**src/ccsl_map.svh**
```systemverilog
// Register offsets, field positions, reset values and timing counts of the calendar clock
`ifndef CCSL_MAP_SVH
`define CCSL_MAP_SVH

`define CCSL_CUR_WEEKDAY_OFS   8'h00
`define CCSL_CUR_SECONDS_OFS   8'h04
`define CCSL_CUR_HRMIN_OFS     8'h08
`define CCSL_CUR_MONDAY_OFS    8'h0c
`define CCSL_CUR_CENTYEAR_OFS  8'h10
`define CCSL_STOP_SECONDS_OFS  8'h14
`define CCSL_STOP_HRMIN_OFS    8'h18
`define CCSL_STOP_MONDAY_OFS   8'h1c
`define CCSL_STOP_CENTYEAR_OFS 8'h20
`define CCSL_STOP_WDCAUSE_OFS  8'h24
`define CCSL_ADJUST_OFS        8'h28
`define CCSL_CTRL_OFS          8'h2c

`define CCSL_CTRL_WRITE_EN_BIT 0
`define CCSL_CTRL_ADJUST_EN_BIT 1

`define CCSL_F_WEEKDAY 0
`define CCSL_F_SECONDS 1
`define CCSL_F_MINUTES 2
`define CCSL_F_HOURS   3
`define CCSL_F_DAY     4
`define CCSL_F_MONTH   5
`define CCSL_F_YEAR    6
`define CCSL_F_CENTURY 7
`define CCSL_NUM_FIELDS 8

`define CCSL_TIME_RESET 64'h0000_0101_0000_0001
`define CCSL_STOP_RESET 64'h0000_0000_0000_0000

`define CCSL_CAUSE_STOP_MODE   8'h01
`define CCSL_CAUSE_SW_FAULT    8'h02
`define CCSL_CAUSE_POWER_BREAK 8'h04
`define CCSL_CAUSE_HW_FAULT    8'h05
`define CCSL_CAUSE_HALT        8'h06

`define CCSL_CLK_HZ          40000000
`define CCSL_TICK_PERIOD_MS  1000
`define CCSL_TICK_CYCLES     ((`CCSL_CLK_HZ / 1000) * `CCSL_TICK_PERIOD_MS)

`endif

```
**src/ccsl_pkg.sv**
```systemverilog
// Types shared by the calendar clock modules
package ccsl_pkg;

  typedef logic [7:0][7:0] ccsl_time_type;

  typedef enum logic [3:0] {
    BUS_IDLE   = 4'b0001,
    BUS_WRITE  = 4'b0010,
    BUS_RDWAIT = 4'b0100,
    BUS_RDOUT  = 4'b1000
  } ccsl_bus_state_type;

  typedef struct packed {
    logic mode_req;
    logic sw_fault;
    logic power_break;
    logic hw_fault;
    logic halt_exec;
  } ccsl_stop_req_type;

  typedef struct packed {
    ccsl_bus_state_type bus;
    logic [7:0]         addr;
    logic               write_en;
    logic               adjust_en;
    logic [15:0]        adjust;
    ccsl_time_type      now;
    ccsl_time_type      stop_time;
    logic [7:0]         cause;
    logic [25:0]        tick_cnt;
    logic               tick_pending;
    logic [31:0]        rdata;
  } ccsl_state_type;

endpackage

```
**src/ccsl_bcd_step.sv**
```systemverilog
// One BCD field stepped up or down with wrap between a low and a high bound
`timescale 1ns/100ps
module ccsl_bcd_step (
  input  wire logic [7:0] val,
  input  wire logic [7:0] lo,
  input  wire logic [7:0] hi,
  input  wire logic       up,
  input  wire logic       down,
  output logic      [7:0] nxt,
  output logic            wrap
);

  // BCD keeps binary ordering, so plain compares work on the bounds
  always_comb begin
    nxt  = val;
    wrap = 1'b0;
    if (up && !down) begin
      if (val >= hi) begin
        nxt  = lo;
        wrap = 1'b1;
      end else if (val[3:0] == 4'h9) begin
        nxt = {val[7:4] + 4'h1, 4'h0};
      end else begin
        nxt = {val[7:4], val[3:0] + 4'h1};
      end
    end else if (down && !up) begin
      if (val <= lo) begin
        nxt = hi;
      end else if (val[3:0] == 4'h0) begin
        nxt = {val[7:4] - 4'h1, 4'h9};
      end else begin
        nxt = {val[7:4], val[3:0] - 4'h1};
      end
    end
  end

endmodule // ccsl_bcd_step

```
**src/ccsl_rtc.sv**
```systemverilog
// Calendar clock with stop log behind an AHB-Lite register slave
// Function
// RL1 - Keep live date and time in five words
// RL2 - All fields BCD in the given byte layout
// RL3 - Write enable clear: words read only, live
// RL4 - Write enable set: writes replace clock contents
// RL5 - Adjust enable set: step fields from current value
// RL6 - Adjust bits 0-7 increment the eight fields
// RL7 - Adjust bits 8-15 decrement the eight fields
// RL8 - No automatic daylight-saving hour shift
// RL9 - On stop, capture date and time
// RL10 - Stop record words in their own layout
// RL11 - Program reads stop record, cannot set it
// RL12 - Stop cause BCD in last word low byte
// RL13 - Requested stop records cause 1
// RL14 - Software fault stop records cause 2
// RL15 - Power break or reset button records 4
// RL16 - Hardware fault stop records cause 5
// RL17 - Halt instruction stop records cause 6
// RL18 - One-second tick carries through full calendar
// RL19 - Each adjust bit steps once, then clears
`timescale 1ns/100ps
`include "ccsl_map.svh"
module ccsl_rtc #(
  parameter logic [25:0] TICK_CYCLES = 26'(`CCSL_TICK_CYCLES)
) (
  input  wire logic                       hclk,
  input  wire logic                       hresetn,
  input  wire logic                       hsel,
  input  wire logic [31:0]                haddr,
  input  wire logic [1:0]                 htrans,
  input  wire logic                       hwrite,
  input  wire logic [2:0]                 hsize,
  input  wire logic [31:0]                hwdata,
  input  wire logic                       hready,
  output logic      [31:0]                hrdata,
  output logic                            hreadyout,
  output logic                            hresp,
  input  wire ccsl_pkg::ccsl_stop_req_type stop_req
);

  ccsl_pkg::ccsl_state_type s_reg;
  ccsl_pkg::ccsl_state_type s_next;

  logic [7:0] lo   [`CCSL_NUM_FIELDS];
  logic [7:0] hi   [`CCSL_NUM_FIELDS];
  logic [7:0] stepped [`CCSL_NUM_FIELDS];
  logic [`CCSL_NUM_FIELDS-1:0] up;
  logic [`CCSL_NUM_FIELDS-1:0] down;
  logic [`CCSL_NUM_FIELDS-1:0] wrap;
  logic [`CCSL_NUM_FIELDS-1:0] chain;
  logic       accept;
  logic       cur_wr;
  logic       apply_adj;
  logic       do_tick;
  logic       stop_any;
  logic [7:0] stop_code;

  // Days in month from BCD month, year and century; leap years follow the Gregorian rule
  function automatic logic [7:0] ccsl_dim(input logic [7:0] mon,
                                          input logic [7:0] yr,
                                          input logic [7:0] cen);
    logic [1:0] ym;
    logic [1:0] cm;
    logic       leap;
    ym   = {yr[1] ^ yr[4], yr[0]};
    cm   = {cen[1] ^ cen[4], cen[0]};
    leap = (ym == 2'b00) && ((yr != 8'h00) || (cm == 2'b00));
    case (mon)
      8'h02:                      ccsl_dim = leap ? 8'h29 : 8'h28;
      8'h04, 8'h06, 8'h09, 8'h11: ccsl_dim = 8'h30;
      default:                    ccsl_dim = 8'h31;
    endcase
  endfunction

  // Register read view, live values in the current words
  function automatic logic [31:0] ccsl_read(input ccsl_pkg::ccsl_state_type s);
    logic [15:0] w;
    w = 16'h0000;
    case (s.addr)
      `CCSL_CUR_WEEKDAY_OFS:   w = {8'h00, s.now[`CCSL_F_WEEKDAY]};                    // [RL2]
      `CCSL_CUR_SECONDS_OFS:   w = {s.now[`CCSL_F_SECONDS], 8'h00};
      `CCSL_CUR_HRMIN_OFS:     w = {s.now[`CCSL_F_HOURS], s.now[`CCSL_F_MINUTES]};
      `CCSL_CUR_MONDAY_OFS:    w = {s.now[`CCSL_F_MONTH], s.now[`CCSL_F_DAY]};
      `CCSL_CUR_CENTYEAR_OFS:  w = {s.now[`CCSL_F_CENTURY], s.now[`CCSL_F_YEAR]};
      `CCSL_STOP_SECONDS_OFS:  w = {s.stop_time[`CCSL_F_SECONDS], 8'h00};              // [RL10]
      `CCSL_STOP_HRMIN_OFS:    w = {s.stop_time[`CCSL_F_HOURS], s.stop_time[`CCSL_F_MINUTES]};
      `CCSL_STOP_MONDAY_OFS:   w = {s.stop_time[`CCSL_F_MONTH], s.stop_time[`CCSL_F_DAY]};
      `CCSL_STOP_CENTYEAR_OFS: w = {s.stop_time[`CCSL_F_CENTURY], s.stop_time[`CCSL_F_YEAR]};
      `CCSL_STOP_WDCAUSE_OFS:  w = {s.stop_time[`CCSL_F_WEEKDAY], s.cause};             // [RL12]
      `CCSL_ADJUST_OFS:        w = s.adjust;
      `CCSL_CTRL_OFS:          w = {14'h0000, s.adjust_en, s.write_en};
      default:                 w = 16'h0000;
    endcase
    ccsl_read = {16'h0000, w};
  endfunction

  assign accept    = hsel && hready && htrans[1];
  assign hreadyout = (s_reg.bus != ccsl_pkg::BUS_RDWAIT);
  assign hresp     = 1'b0;
  assign hrdata    = s_reg.rdata;

  // Write to a current word lands only while write enable is set
  assign cur_wr = (s_reg.bus == ccsl_pkg::BUS_WRITE) && s_reg.write_en &&
                  (s_reg.addr <= `CCSL_CUR_CENTYEAR_OFS) && (s_reg.addr[1:0] == 2'b00); // [RL3] [RL4]
  assign apply_adj = s_reg.adjust_en && (s_reg.adjust != 16'h0000) && !cur_wr;         // [RL5]
  // A pending tick waits out writes and adjusts rather than racing them
  assign do_tick   = s_reg.tick_pending && !apply_adj && !cur_wr;

  // Carry chain of normal timekeeping; hours only ever move by carry here [RL8]
  assign chain[`CCSL_F_SECONDS] = do_tick;                                              // [RL18]
  assign chain[`CCSL_F_MINUTES] = chain[`CCSL_F_SECONDS] && wrap[`CCSL_F_SECONDS];
  assign chain[`CCSL_F_HOURS]   = chain[`CCSL_F_MINUTES] && wrap[`CCSL_F_MINUTES];
  assign chain[`CCSL_F_DAY]     = chain[`CCSL_F_HOURS] && wrap[`CCSL_F_HOURS];
  assign chain[`CCSL_F_WEEKDAY] = chain[`CCSL_F_DAY];
  assign chain[`CCSL_F_MONTH]   = chain[`CCSL_F_DAY] && wrap[`CCSL_F_DAY];
  assign chain[`CCSL_F_YEAR]    = chain[`CCSL_F_MONTH] && wrap[`CCSL_F_MONTH];
  assign chain[`CCSL_F_CENTURY] = chain[`CCSL_F_YEAR] && wrap[`CCSL_F_YEAR];

  always_comb begin
    lo[`CCSL_F_WEEKDAY] = 8'h01;
    hi[`CCSL_F_WEEKDAY] = 8'h07;
    lo[`CCSL_F_SECONDS] = 8'h00;
    hi[`CCSL_F_SECONDS] = 8'h59;
    lo[`CCSL_F_MINUTES] = 8'h00;
    hi[`CCSL_F_MINUTES] = 8'h59;
    lo[`CCSL_F_HOURS]   = 8'h00;
    hi[`CCSL_F_HOURS]   = 8'h23;
    lo[`CCSL_F_DAY]     = 8'h01;
    hi[`CCSL_F_DAY]     = ccsl_dim(s_reg.now[`CCSL_F_MONTH], s_reg.now[`CCSL_F_YEAR],
                                   s_reg.now[`CCSL_F_CENTURY]);
    lo[`CCSL_F_MONTH]   = 8'h01;
    hi[`CCSL_F_MONTH]   = 8'h12;
    lo[`CCSL_F_YEAR]    = 8'h00;
    hi[`CCSL_F_YEAR]    = 8'h99;
    lo[`CCSL_F_CENTURY] = 8'h00;
    hi[`CCSL_F_CENTURY] = 8'h99;
  end

  genvar gi;
  generate
    for (gi = 0; gi < `CCSL_NUM_FIELDS; gi++) begin : g_field
      // Adjust steps each field alone, no carry into its neighbour
      assign up[gi]   = apply_adj ? s_reg.adjust[gi] : chain[gi];                      // [RL6]
      assign down[gi] = apply_adj && s_reg.adjust[gi+8];                                // [RL7]
      ccsl_bcd_step u_step (
        .val  (s_reg.now[gi]),
        .lo   (lo[gi]),
        .hi   (hi[gi]),
        .up   (up[gi]),
        .down (down[gi]),
        .nxt  (stepped[gi]),
        .wrap (wrap[gi])
      );
    end
  endgenerate

  // Power loss outranks faults, faults outrank orderly stops
  assign stop_any = |stop_req;
  always_comb begin
    if (stop_req.power_break) begin
      stop_code = `CCSL_CAUSE_POWER_BREAK;                                              // [RL15]
    end else if (stop_req.hw_fault) begin
      stop_code = `CCSL_CAUSE_HW_FAULT;                                                 // [RL16]
    end else if (stop_req.sw_fault) begin
      stop_code = `CCSL_CAUSE_SW_FAULT;                                                 // [RL14]
    end else if (stop_req.halt_exec) begin
      stop_code = `CCSL_CAUSE_HALT;                                                     // [RL17]
    end else begin
      stop_code = `CCSL_CAUSE_STOP_MODE;                                                // [RL13]
    end
  end

  always_comb begin
    s_next = s_reg;

    // Bus phase tracking
    case (s_reg.bus)
      ccsl_pkg::BUS_RDWAIT: begin
        s_next.rdata = ccsl_read(s_reg);
        s_next.bus   = ccsl_pkg::BUS_RDOUT;
      end
      ccsl_pkg::BUS_IDLE, ccsl_pkg::BUS_WRITE, ccsl_pkg::BUS_RDOUT: begin
        if (accept) begin
          s_next.addr = haddr[7:0];
          s_next.bus  = hwrite ? ccsl_pkg::BUS_WRITE : ccsl_pkg::BUS_RDWAIT;
        end else begin
          s_next.bus = ccsl_pkg::BUS_IDLE;
        end
      end
      default: begin
        s_next.bus = ccsl_pkg::BUS_IDLE;
      end
    endcase

    // One-second time base; a new tick wins over the clear of the pending one
    if (do_tick) begin
      s_next.tick_pending = 1'b0;
    end
    if (s_reg.tick_cnt >= TICK_CYCLES - 26'd1) begin
      s_next.tick_cnt     = 26'd0;
      s_next.tick_pending = 1'b1;                                                       // [RL18]
    end else begin
      s_next.tick_cnt = s_reg.tick_cnt + 26'd1;
    end

    // Stepping by tick or adjust, every field at once [RL1]
    for (int i = 0; i < `CCSL_NUM_FIELDS; i++) begin
      s_next.now[i] = stepped[i];
    end
    if (apply_adj) begin
      s_next.adjust = 16'h0000;                                                         // [RL19]
    end

    // Register writes; stop record words have no write path [RL11]
    if (s_reg.bus == ccsl_pkg::BUS_WRITE) begin
      case (s_reg.addr)
        `CCSL_ADJUST_OFS: s_next.adjust = hwdata[15:0];
        `CCSL_CTRL_OFS: begin
          s_next.write_en  = hwdata[`CCSL_CTRL_WRITE_EN_BIT];
          s_next.adjust_en = hwdata[`CCSL_CTRL_ADJUST_EN_BIT];
        end
        default: begin
        end
      endcase
    end
    if (cur_wr) begin
      case (s_reg.addr)
        `CCSL_CUR_WEEKDAY_OFS: s_next.now[`CCSL_F_WEEKDAY] = hwdata[7:0];               // [RL4]
        `CCSL_CUR_SECONDS_OFS: s_next.now[`CCSL_F_SECONDS] = hwdata[15:8];
        `CCSL_CUR_HRMIN_OFS: begin
          s_next.now[`CCSL_F_HOURS]   = hwdata[15:8];
          s_next.now[`CCSL_F_MINUTES] = hwdata[7:0];
        end
        `CCSL_CUR_MONDAY_OFS: begin
          s_next.now[`CCSL_F_MONTH] = hwdata[15:8];
          s_next.now[`CCSL_F_DAY]   = hwdata[7:0];
        end
        default: begin
          s_next.now[`CCSL_F_CENTURY] = hwdata[15:8];
          s_next.now[`CCSL_F_YEAR]    = hwdata[7:0];
        end
      endcase
    end

    // Stop log takes the time as it stood before this edge
    if (stop_any) begin
      s_next.stop_time = s_reg.now;                                                     // [RL9]
      s_next.cause     = stop_code;                                                     // [RL12]
    end
  end

  always_ff @(posedge hclk or negedge hresetn) begin
    if (!hresetn) begin
      s_reg.bus          <= ccsl_pkg::BUS_IDLE;
      s_reg.addr         <= 8'h00;
      s_reg.write_en     <= 1'b0;
      s_reg.adjust_en    <= 1'b0;
      s_reg.adjust       <= 16'h0000;
      s_reg.now          <= `CCSL_TIME_RESET;
      s_reg.stop_time    <= `CCSL_STOP_RESET;
      s_reg.cause        <= 8'h00;
      s_reg.tick_cnt     <= 26'd0;
      s_reg.tick_pending <= 1'b0;
      s_reg.rdata        <= 32'h0000_0000;
    end else begin
      s_reg <= s_next;
    end
  end

  AST_BCD_SECONDS: assert property (@(posedge hclk) disable iff (!hresetn) // [RL2]
    (s_reg.now[`CCSL_F_SECONDS] <= 8'h59) && (s_reg.now[`CCSL_F_SECONDS][3:0] <= 4'h9))
    else $error("seconds field left BCD range");

  AST_WRITE_BLOCKED: assert property (@(posedge hclk) disable iff (!hresetn) // [RL3]
    (s_reg.bus == ccsl_pkg::BUS_WRITE) && !s_reg.write_en && !s_reg.tick_pending &&
    !apply_adj && (s_reg.addr == `CCSL_CUR_HRMIN_OFS)
    |=> $stable(s_reg.now[`CCSL_F_HOURS]))
    else $error("hours changed by a write while write enable was clear");

  AST_WRITE_LOAD: assert property (@(posedge hclk) disable iff (!hresetn) // [RL4]
    cur_wr && (s_reg.addr == `CCSL_CUR_HRMIN_OFS) && !stop_any
    |=> (s_reg.now[`CCSL_F_HOURS] == $past(hwdata[15:8])) &&
        (s_reg.now[`CCSL_F_MINUTES] == $past(hwdata[7:0])))
    else $error("hours and minutes not loaded from write data");

  AST_ADJ_INC: assert property (@(posedge hclk) disable iff (!hresetn) // [RL6]
    apply_adj && s_reg.adjust[`CCSL_F_MINUTES] && !s_reg.adjust[`CCSL_F_MINUTES+8] &&
    (s_reg.now[`CCSL_F_MINUTES] < 8'h59)
    |=> s_reg.now[`CCSL_F_MINUTES] > $past(s_reg.now[`CCSL_F_MINUTES]))
    else $error("minutes not incremented by adjust");

  AST_ADJ_DEC: assert property (@(posedge hclk) disable iff (!hresetn) // [RL7]
    apply_adj && s_reg.adjust[`CCSL_F_HOURS+8] && !s_reg.adjust[`CCSL_F_HOURS] &&
    (s_reg.now[`CCSL_F_HOURS] != 8'h00)
    |=> s_reg.now[`CCSL_F_HOURS] < $past(s_reg.now[`CCSL_F_HOURS]))
    else $error("hours not decremented by adjust");

  AST_ADJ_ONCE: assert property (@(posedge hclk) disable iff (!hresetn) // [RL19]
    apply_adj && !((s_reg.bus == ccsl_pkg::BUS_WRITE) && (s_reg.addr == `CCSL_ADJUST_OFS))
    |=> (s_reg.adjust == 16'h0000) ##1 ($stable(s_reg.now[`CCSL_F_SECONDS]) ||
        $past(do_tick) || $past(cur_wr) || $past(apply_adj)))
    else $error("adjust word not cleared after one step");

  AST_TICK_SECONDS: assert property (@(posedge hclk) disable iff (!hresetn) // [RL18]
    do_tick |=> s_reg.now[`CCSL_F_SECONDS] != $past(s_reg.now[`CCSL_F_SECONDS]))
    else $error("tick did not move the seconds field");

  AST_STOP_CAPTURE: assert property (@(posedge hclk) disable iff (!hresetn) // [RL9]
    stop_any |=> (s_reg.stop_time == $past(s_reg.now)))
    else $error("stop record does not hold the time of the stop");

  AST_CAUSE_POWER: assert property (@(posedge hclk) disable iff (!hresetn) // [RL15]
    stop_req.power_break |=> (s_reg.cause == 8'h04))
    else $error("power break not recorded as cause 4");

  AST_CAUSE_HALT: assert property (@(posedge hclk) disable iff (!hresetn) // [RL17]
    stop_req.halt_exec && !stop_req.power_break && !stop_req.hw_fault && !stop_req.sw_fault
    |=> (s_reg.cause == 8'h06))
    else $error("halt stop not recorded as cause 6");

  AST_READ_WAIT: assert property (@(posedge hclk) disable iff (!hresetn) // [RL1]
    accept && !hwrite |=> !hreadyout ##1 hreadyout && (hrdata[31:16] == 16'h0000))
    else $error("read answer not given after exactly one wait state");

  AST_BCD_WEEKDAY: assert property (@(posedge hclk) disable iff (!hresetn) // [RL2]
    (s_reg.now[`CCSL_F_WEEKDAY] >= 8'h01) && (s_reg.now[`CCSL_F_WEEKDAY] <= 8'h07))
    else $error("weekday field left its range");

  AST_BCD_HOURS: assert property (@(posedge hclk) disable iff (!hresetn) // [RL2]
    (s_reg.now[`CCSL_F_HOURS] <= 8'h23) && (s_reg.now[`CCSL_F_HOURS][3:0] <= 4'h9))
    else $error("hours field left BCD range");

  AST_HOURS_HOLD: assert property (@(posedge hclk) disable iff (!hresetn) // [RL8]
    !chain[`CCSL_F_HOURS] && !apply_adj && !cur_wr |=> $stable(s_reg.now[`CCSL_F_HOURS]))
    else $error("hours moved without carry, write or adjust");

  AST_CAUSE_MODE: assert property (@(posedge hclk) disable iff (!hresetn) // [RL13]
    stop_req.mode_req && !stop_req.power_break && !stop_req.hw_fault &&
    !stop_req.sw_fault && !stop_req.halt_exec |=> (s_reg.cause == 8'h01))
    else $error("requested stop not recorded as cause 1");

  AST_CAUSE_SW: assert property (@(posedge hclk) disable iff (!hresetn) // [RL14]
    stop_req.sw_fault && !stop_req.power_break && !stop_req.hw_fault
    |=> (s_reg.cause == 8'h02))
    else $error("software fault stop not recorded as cause 2");

  AST_CAUSE_HW: assert property (@(posedge hclk) disable iff (!hresetn) // [RL16]
    stop_req.hw_fault && !stop_req.power_break |=> (s_reg.cause == 8'h05))
    else $error("hardware fault stop not recorded as cause 5");

endmodule // ccsl_rtc

```
**config.mk**
```make
export PLATFORM = sky130hd
export DESIGN_NAME = ccsl_rtc
export DESIGN_NICKNAME = d
export VERILOG_FILES = /design/src/ccsl_pkg.sv /design/src/ccsl_bcd_step.sv /design/src/ccsl_rtc.sv
export VERILOG_INCLUDE_DIRS = /design/src /design/src/src
export SDC_FILE = /design/constraint.sdc
export NUM_CORES = 1
export LEC_CHECK = 0
export BUFFER_PORTS_ARGS = -buffer_cell sky130_fd_sc_hd__buf_2
export CELL_PAD_IN_SITES_DETAIL_PLACEMENT = 1
export CELL_PAD_IN_SITES_GLOBAL_PLACEMENT = 2
export CORE_ASPECT_RATIO = 1.1
export CORE_UTILIZATION = 38
export DETAILED_ROUTE_END_ITERATION = 6
export HOLD_SLACK_MARGIN = 0.06
export PLACE_DENSITY = 0.84
export SYNTH_ARGS = -nofsm -noshare
export SYNTH_HDL_FRONTEND = slang
export SYNTH_SLANG_ARGS = --single-unit
```
**constraint.sdc**
```tcl
create_clock -name hclk -period 4.7 [get_ports hclk]
set_clock_uncertainty 0.1 [all_clocks]
set_input_delay 0.705 -clock hclk [delete_from_list [all_inputs] [get_ports hclk]]
set_output_delay 0.705 -clock hclk [all_outputs]
set_load 0.1 [all_outputs]
```
==> impl_metrics.json <==
{
  "ys_seq_elements": 204,
  "die_x_um": 177,
  "synth_top_family_by_area": "compound AO/OA/AOI/OAI gates",
  "min_period_over_period_pct": 93.7,
  "crit_family": "simple AND/OR/NAND/NOR gates",
  "tns_ps": 0,
  "grt.overflow.total": 0,
  "min_path_type": "input pin to asynchronous set/reset pin",
  "syn-cell-area_mm2": 0.0128,
  "clkTransAtPathRegs_ps": 60,
  "synth_top_flop_cell": "dfrtp_1",
  "fmaxAchievable_mhz": 227,
  "io-pin-count": 113,
  "cts_hold_buf": 0,
  "powerDensity_mw_per_mm2": 499,
  "synth_edf_count": 0,
  "leakage_nw": 6.11,
  "port_buffers": 51,
  "crit_path_end_kind": "register",
  "maxCapViolCount": 0,
  "vias": 11900,
  "final_nets": 1579,
  "vias_per_cell": 6.21,
  "drtPass1Iterations": 5,
  "crit_end": "s_reg[174]$_DFF_PN0_",
  "syn2layout_area_growth_pct": 12.6,
  "worstPathCellList": "nor4_1 -> nand2_1 -> or4_1 -> a221o_1 -> ha_1 -> or4b_2 -> a21oi_1 -> a21oi_1 -> or3b_1 -> a22oi_4 -> a211o_1 -> o211ai_1",
  "grt_pass1_wl_um": 71800,
  "cts_max_level": 1,
  "fin_crit_ps": 4410,
  "r2r_start": "s_reg[181]$_DFF_PN0_",
  "cp_max_fo": 8,
  "dieArea_mm2": 0.0345,
  "synth.area.mux_share_pct": 6.05,
  "drive_gt1_share_pct": 14.3,
  "syn-instance-count": 1444,
  "cts-root-buf": "clkbuf_16",
  "crit_start": "s_reg[181]$_DFF_PN0_",
  "cts_max_path_buffers": 3,
  "drt-total-wl_um": 45900,
  "first_iter_violations": 1067,
  "async_reset_ff_share_pct": 100,
  "coreArea_mm2": 0.0332,
  "r2r_cells": 12,
  "tightest_slew_ps": 1170,
  "start_util_pct": 38.6,
  "r2r_setup_slack_ps": 290,
  "worstReg2RegEnd": "s_reg[174]$_DFF_PN0_",
  "cp_slowest_cell": "or4b_2",
  "drc_errors": 0,
  "crit_path_max_incr_delay_ps": 660,
  "yosys_warnings": 0,
  "placed_cell_area_mm2": 0.0134,
  "status": "complete, no violations",
  "synth_xor_area_share_pct": 3.55,
  "cts.sinks": 204,
  "grt_max_degree": 105,
  "yosysSeqAreaShare_pct": 39.8,
  "row_count": 70,
  "diodes": 0,
  "max_slew_margin_pct": 21.4,
  "critPathArrivalTime_ps": 4770,
  "synthAdderAreaFrac_pct": 3.80,
  "design_area_mm2": 0.0144,
  "p_total_w": 0.00721,
  "worstSetupPathType": "register to register",
  "clkLatencyLatePin_ps": 550,
  "grt_pass1_vias": 12300,
  "place.gp.congestion": 0.909,
  "largest_reg_flops": 188,
  "syn_area_per_cell_um2": 8.88,
  "cts_made_buffers": 26,
  "startpoint_type": "register",
  "worstSetupPathDepth": 12,
  "hold_viol": 0,
  "setup_violations": 0,
  "grt_antenna_before_repair": 0,
  "worstPathRequired_ps": 5070,
  "layout_commonest_cell": "dfrtp_1",
  "ant_nets": 0,
  "grt_setup_unrepaired": "no",
  "cp_common_cell": "a21oi_1",
  "hpwl_um": 31800,
  "final_cell_mix": "200 x dfrtp_1, 169 x nand2_1, 140 x nor2_1, 84 x o21ai_0, 61 x a21oi_1",
  "crit_buf_inv": 0,
  "irDropWorstVdd_uv": 276,
  "final_cells": 1911,
  "synthSimpleGateAreaFrac_pct": 18.4,
  "ys_types": 81,
  "report.final.slew_viol_count": 0,
  "fp.dieH_um": 195,
  "cts_tree": "built",
  "synth-compound-area-share_pct": 22.5,
  "dpl.cell_count": 1865,
  "gr-usage-all-layers_pct": 27.0,
  "wl_per_cell_um": 24.0
}
-- cells by family after synthesis --
group | Yosys count
AND/OR/NAND/NOR | 503
AO/OA/AOI/OAI | 412
flip-flops | 204
buffers and inverters | 162
multiplexers | 71
XOR/XNOR | 52
adder cells (fa/ha/maj) | 39
other | 1
-- synth_stat cells, types with 11 or more instances --
| master | instances | area share, % |
|---|---|---|
| dfrtp_1 | 200 | 39 |
| nand2_1 | 169 | 4.9 |
| nor2_1 | 141 | 4.1 |
| o21ai_0 | 85 | 3.3 |
| clkbuf_1 | 73 | 2.1 |
| a21oi_1 | 62 | 2.4 |
| mux2_2 | 52 | 4.6 |
| nand3_1 | 46 | 1.8 |
| inv_1 | 43 | 1.3 |
| a22oi_1 | 40 | 2.3 |
| ha_1 | 39 | 3.8 |
| buf_4 | 33 | 1.9 |
| a31oi_1 | 28 | 1.4 |
| xnor2_1 | 27 | 1.8 |
| a22o_1 | 26 | 1.8 |
| a221oi_1 | 25 | 1.7 |
| nor3_1 | 25 | 0.98 |
| xor2_1 | 25 | 1.7 |
| a21o_1 | 22 | 1.3 |
| mux2i_1 | 19 | 1.5 |
| o31ai_1 | 16 | 0.94 |
| nor2b_1 | 15 | 0.73 |
| or3_1 | 13 | 0.63 |
| nor4_1 | 12 | 0.59 |
| o211ai_1 | 11 | 0.64 |
| or4_1 | 11 | 0.64 |
-- where the power goes --
group          leakage, nW  total (W)  switching, W  internal (W)
clock network        0.480    0.00229      0.000829       0.00147
logic                 3.06    0.00208       0.00123      0.000853
registers             2.56    0.00284      0.000651       0.00219
total                 6.11    0.00721       0.00271       0.00450
-- layout make-up --
type                       count  area, um^2
clock buffer                  36         768
clock inverter                10         218
inverter                      44         165
sequential                   204        5110
fill                        3822       18800
tap                          432         541
multi-input combinational   1094        7060
timing repair buffer          91         578
-- layer usage --
metal	routed length, um	part of all wire [%]	global-route usage, %	vias up
met3	2210	4.8	3.05	106
met2	22100	48	44.8	386
met5	0	0	0	-
met1	20100	44	36.0	6100
met4	1490	3.2	9.58	0
li1	-	-	-	5274
-- metrics by stage --
step	setup slack, ps	util (%)	hold WS, ps
2_1_floorplan	739	-	309
4_1_cts	163	43.5	112
5_1_grt	40.2	43.5	145
3_5_place_dp	184	40.5	361
3_3_place_gp	260	40.5	358
6_report	295	43.5	71.6
-- worst min-delay path by stage --
| stage | cells past startpoint | slack, ps | to |
|---|---|---|---|
| floorplan | 0 | 310 | hrdata[0]$_DFFE_PN0N_ |
| CTS | 1 | 110 | s_reg[190]$_DFF_PN0_ |
| detailed placement | 1 | 360 | hrdata[11]$_DFFE_PN0N_ |
| global route | 1 | 150 | s_reg[190]$_DFF_PN0_ |
| finish | 1 | 70 | s_reg[190]$_DFF_PN0_ |
| global placement | 1 | 360 | hrdata[11]$_DFFE_PN0N_ |
-- repair_timing --
| item | in CTS | in global routing |
|---|---|---|
| setup endpoints to repair | 0 | 7 |
| setup buffers | 0 | 0 |
| gates resized for setup | 0 | 2 |
Note: power is estimated with default switching activity, not from simulation.
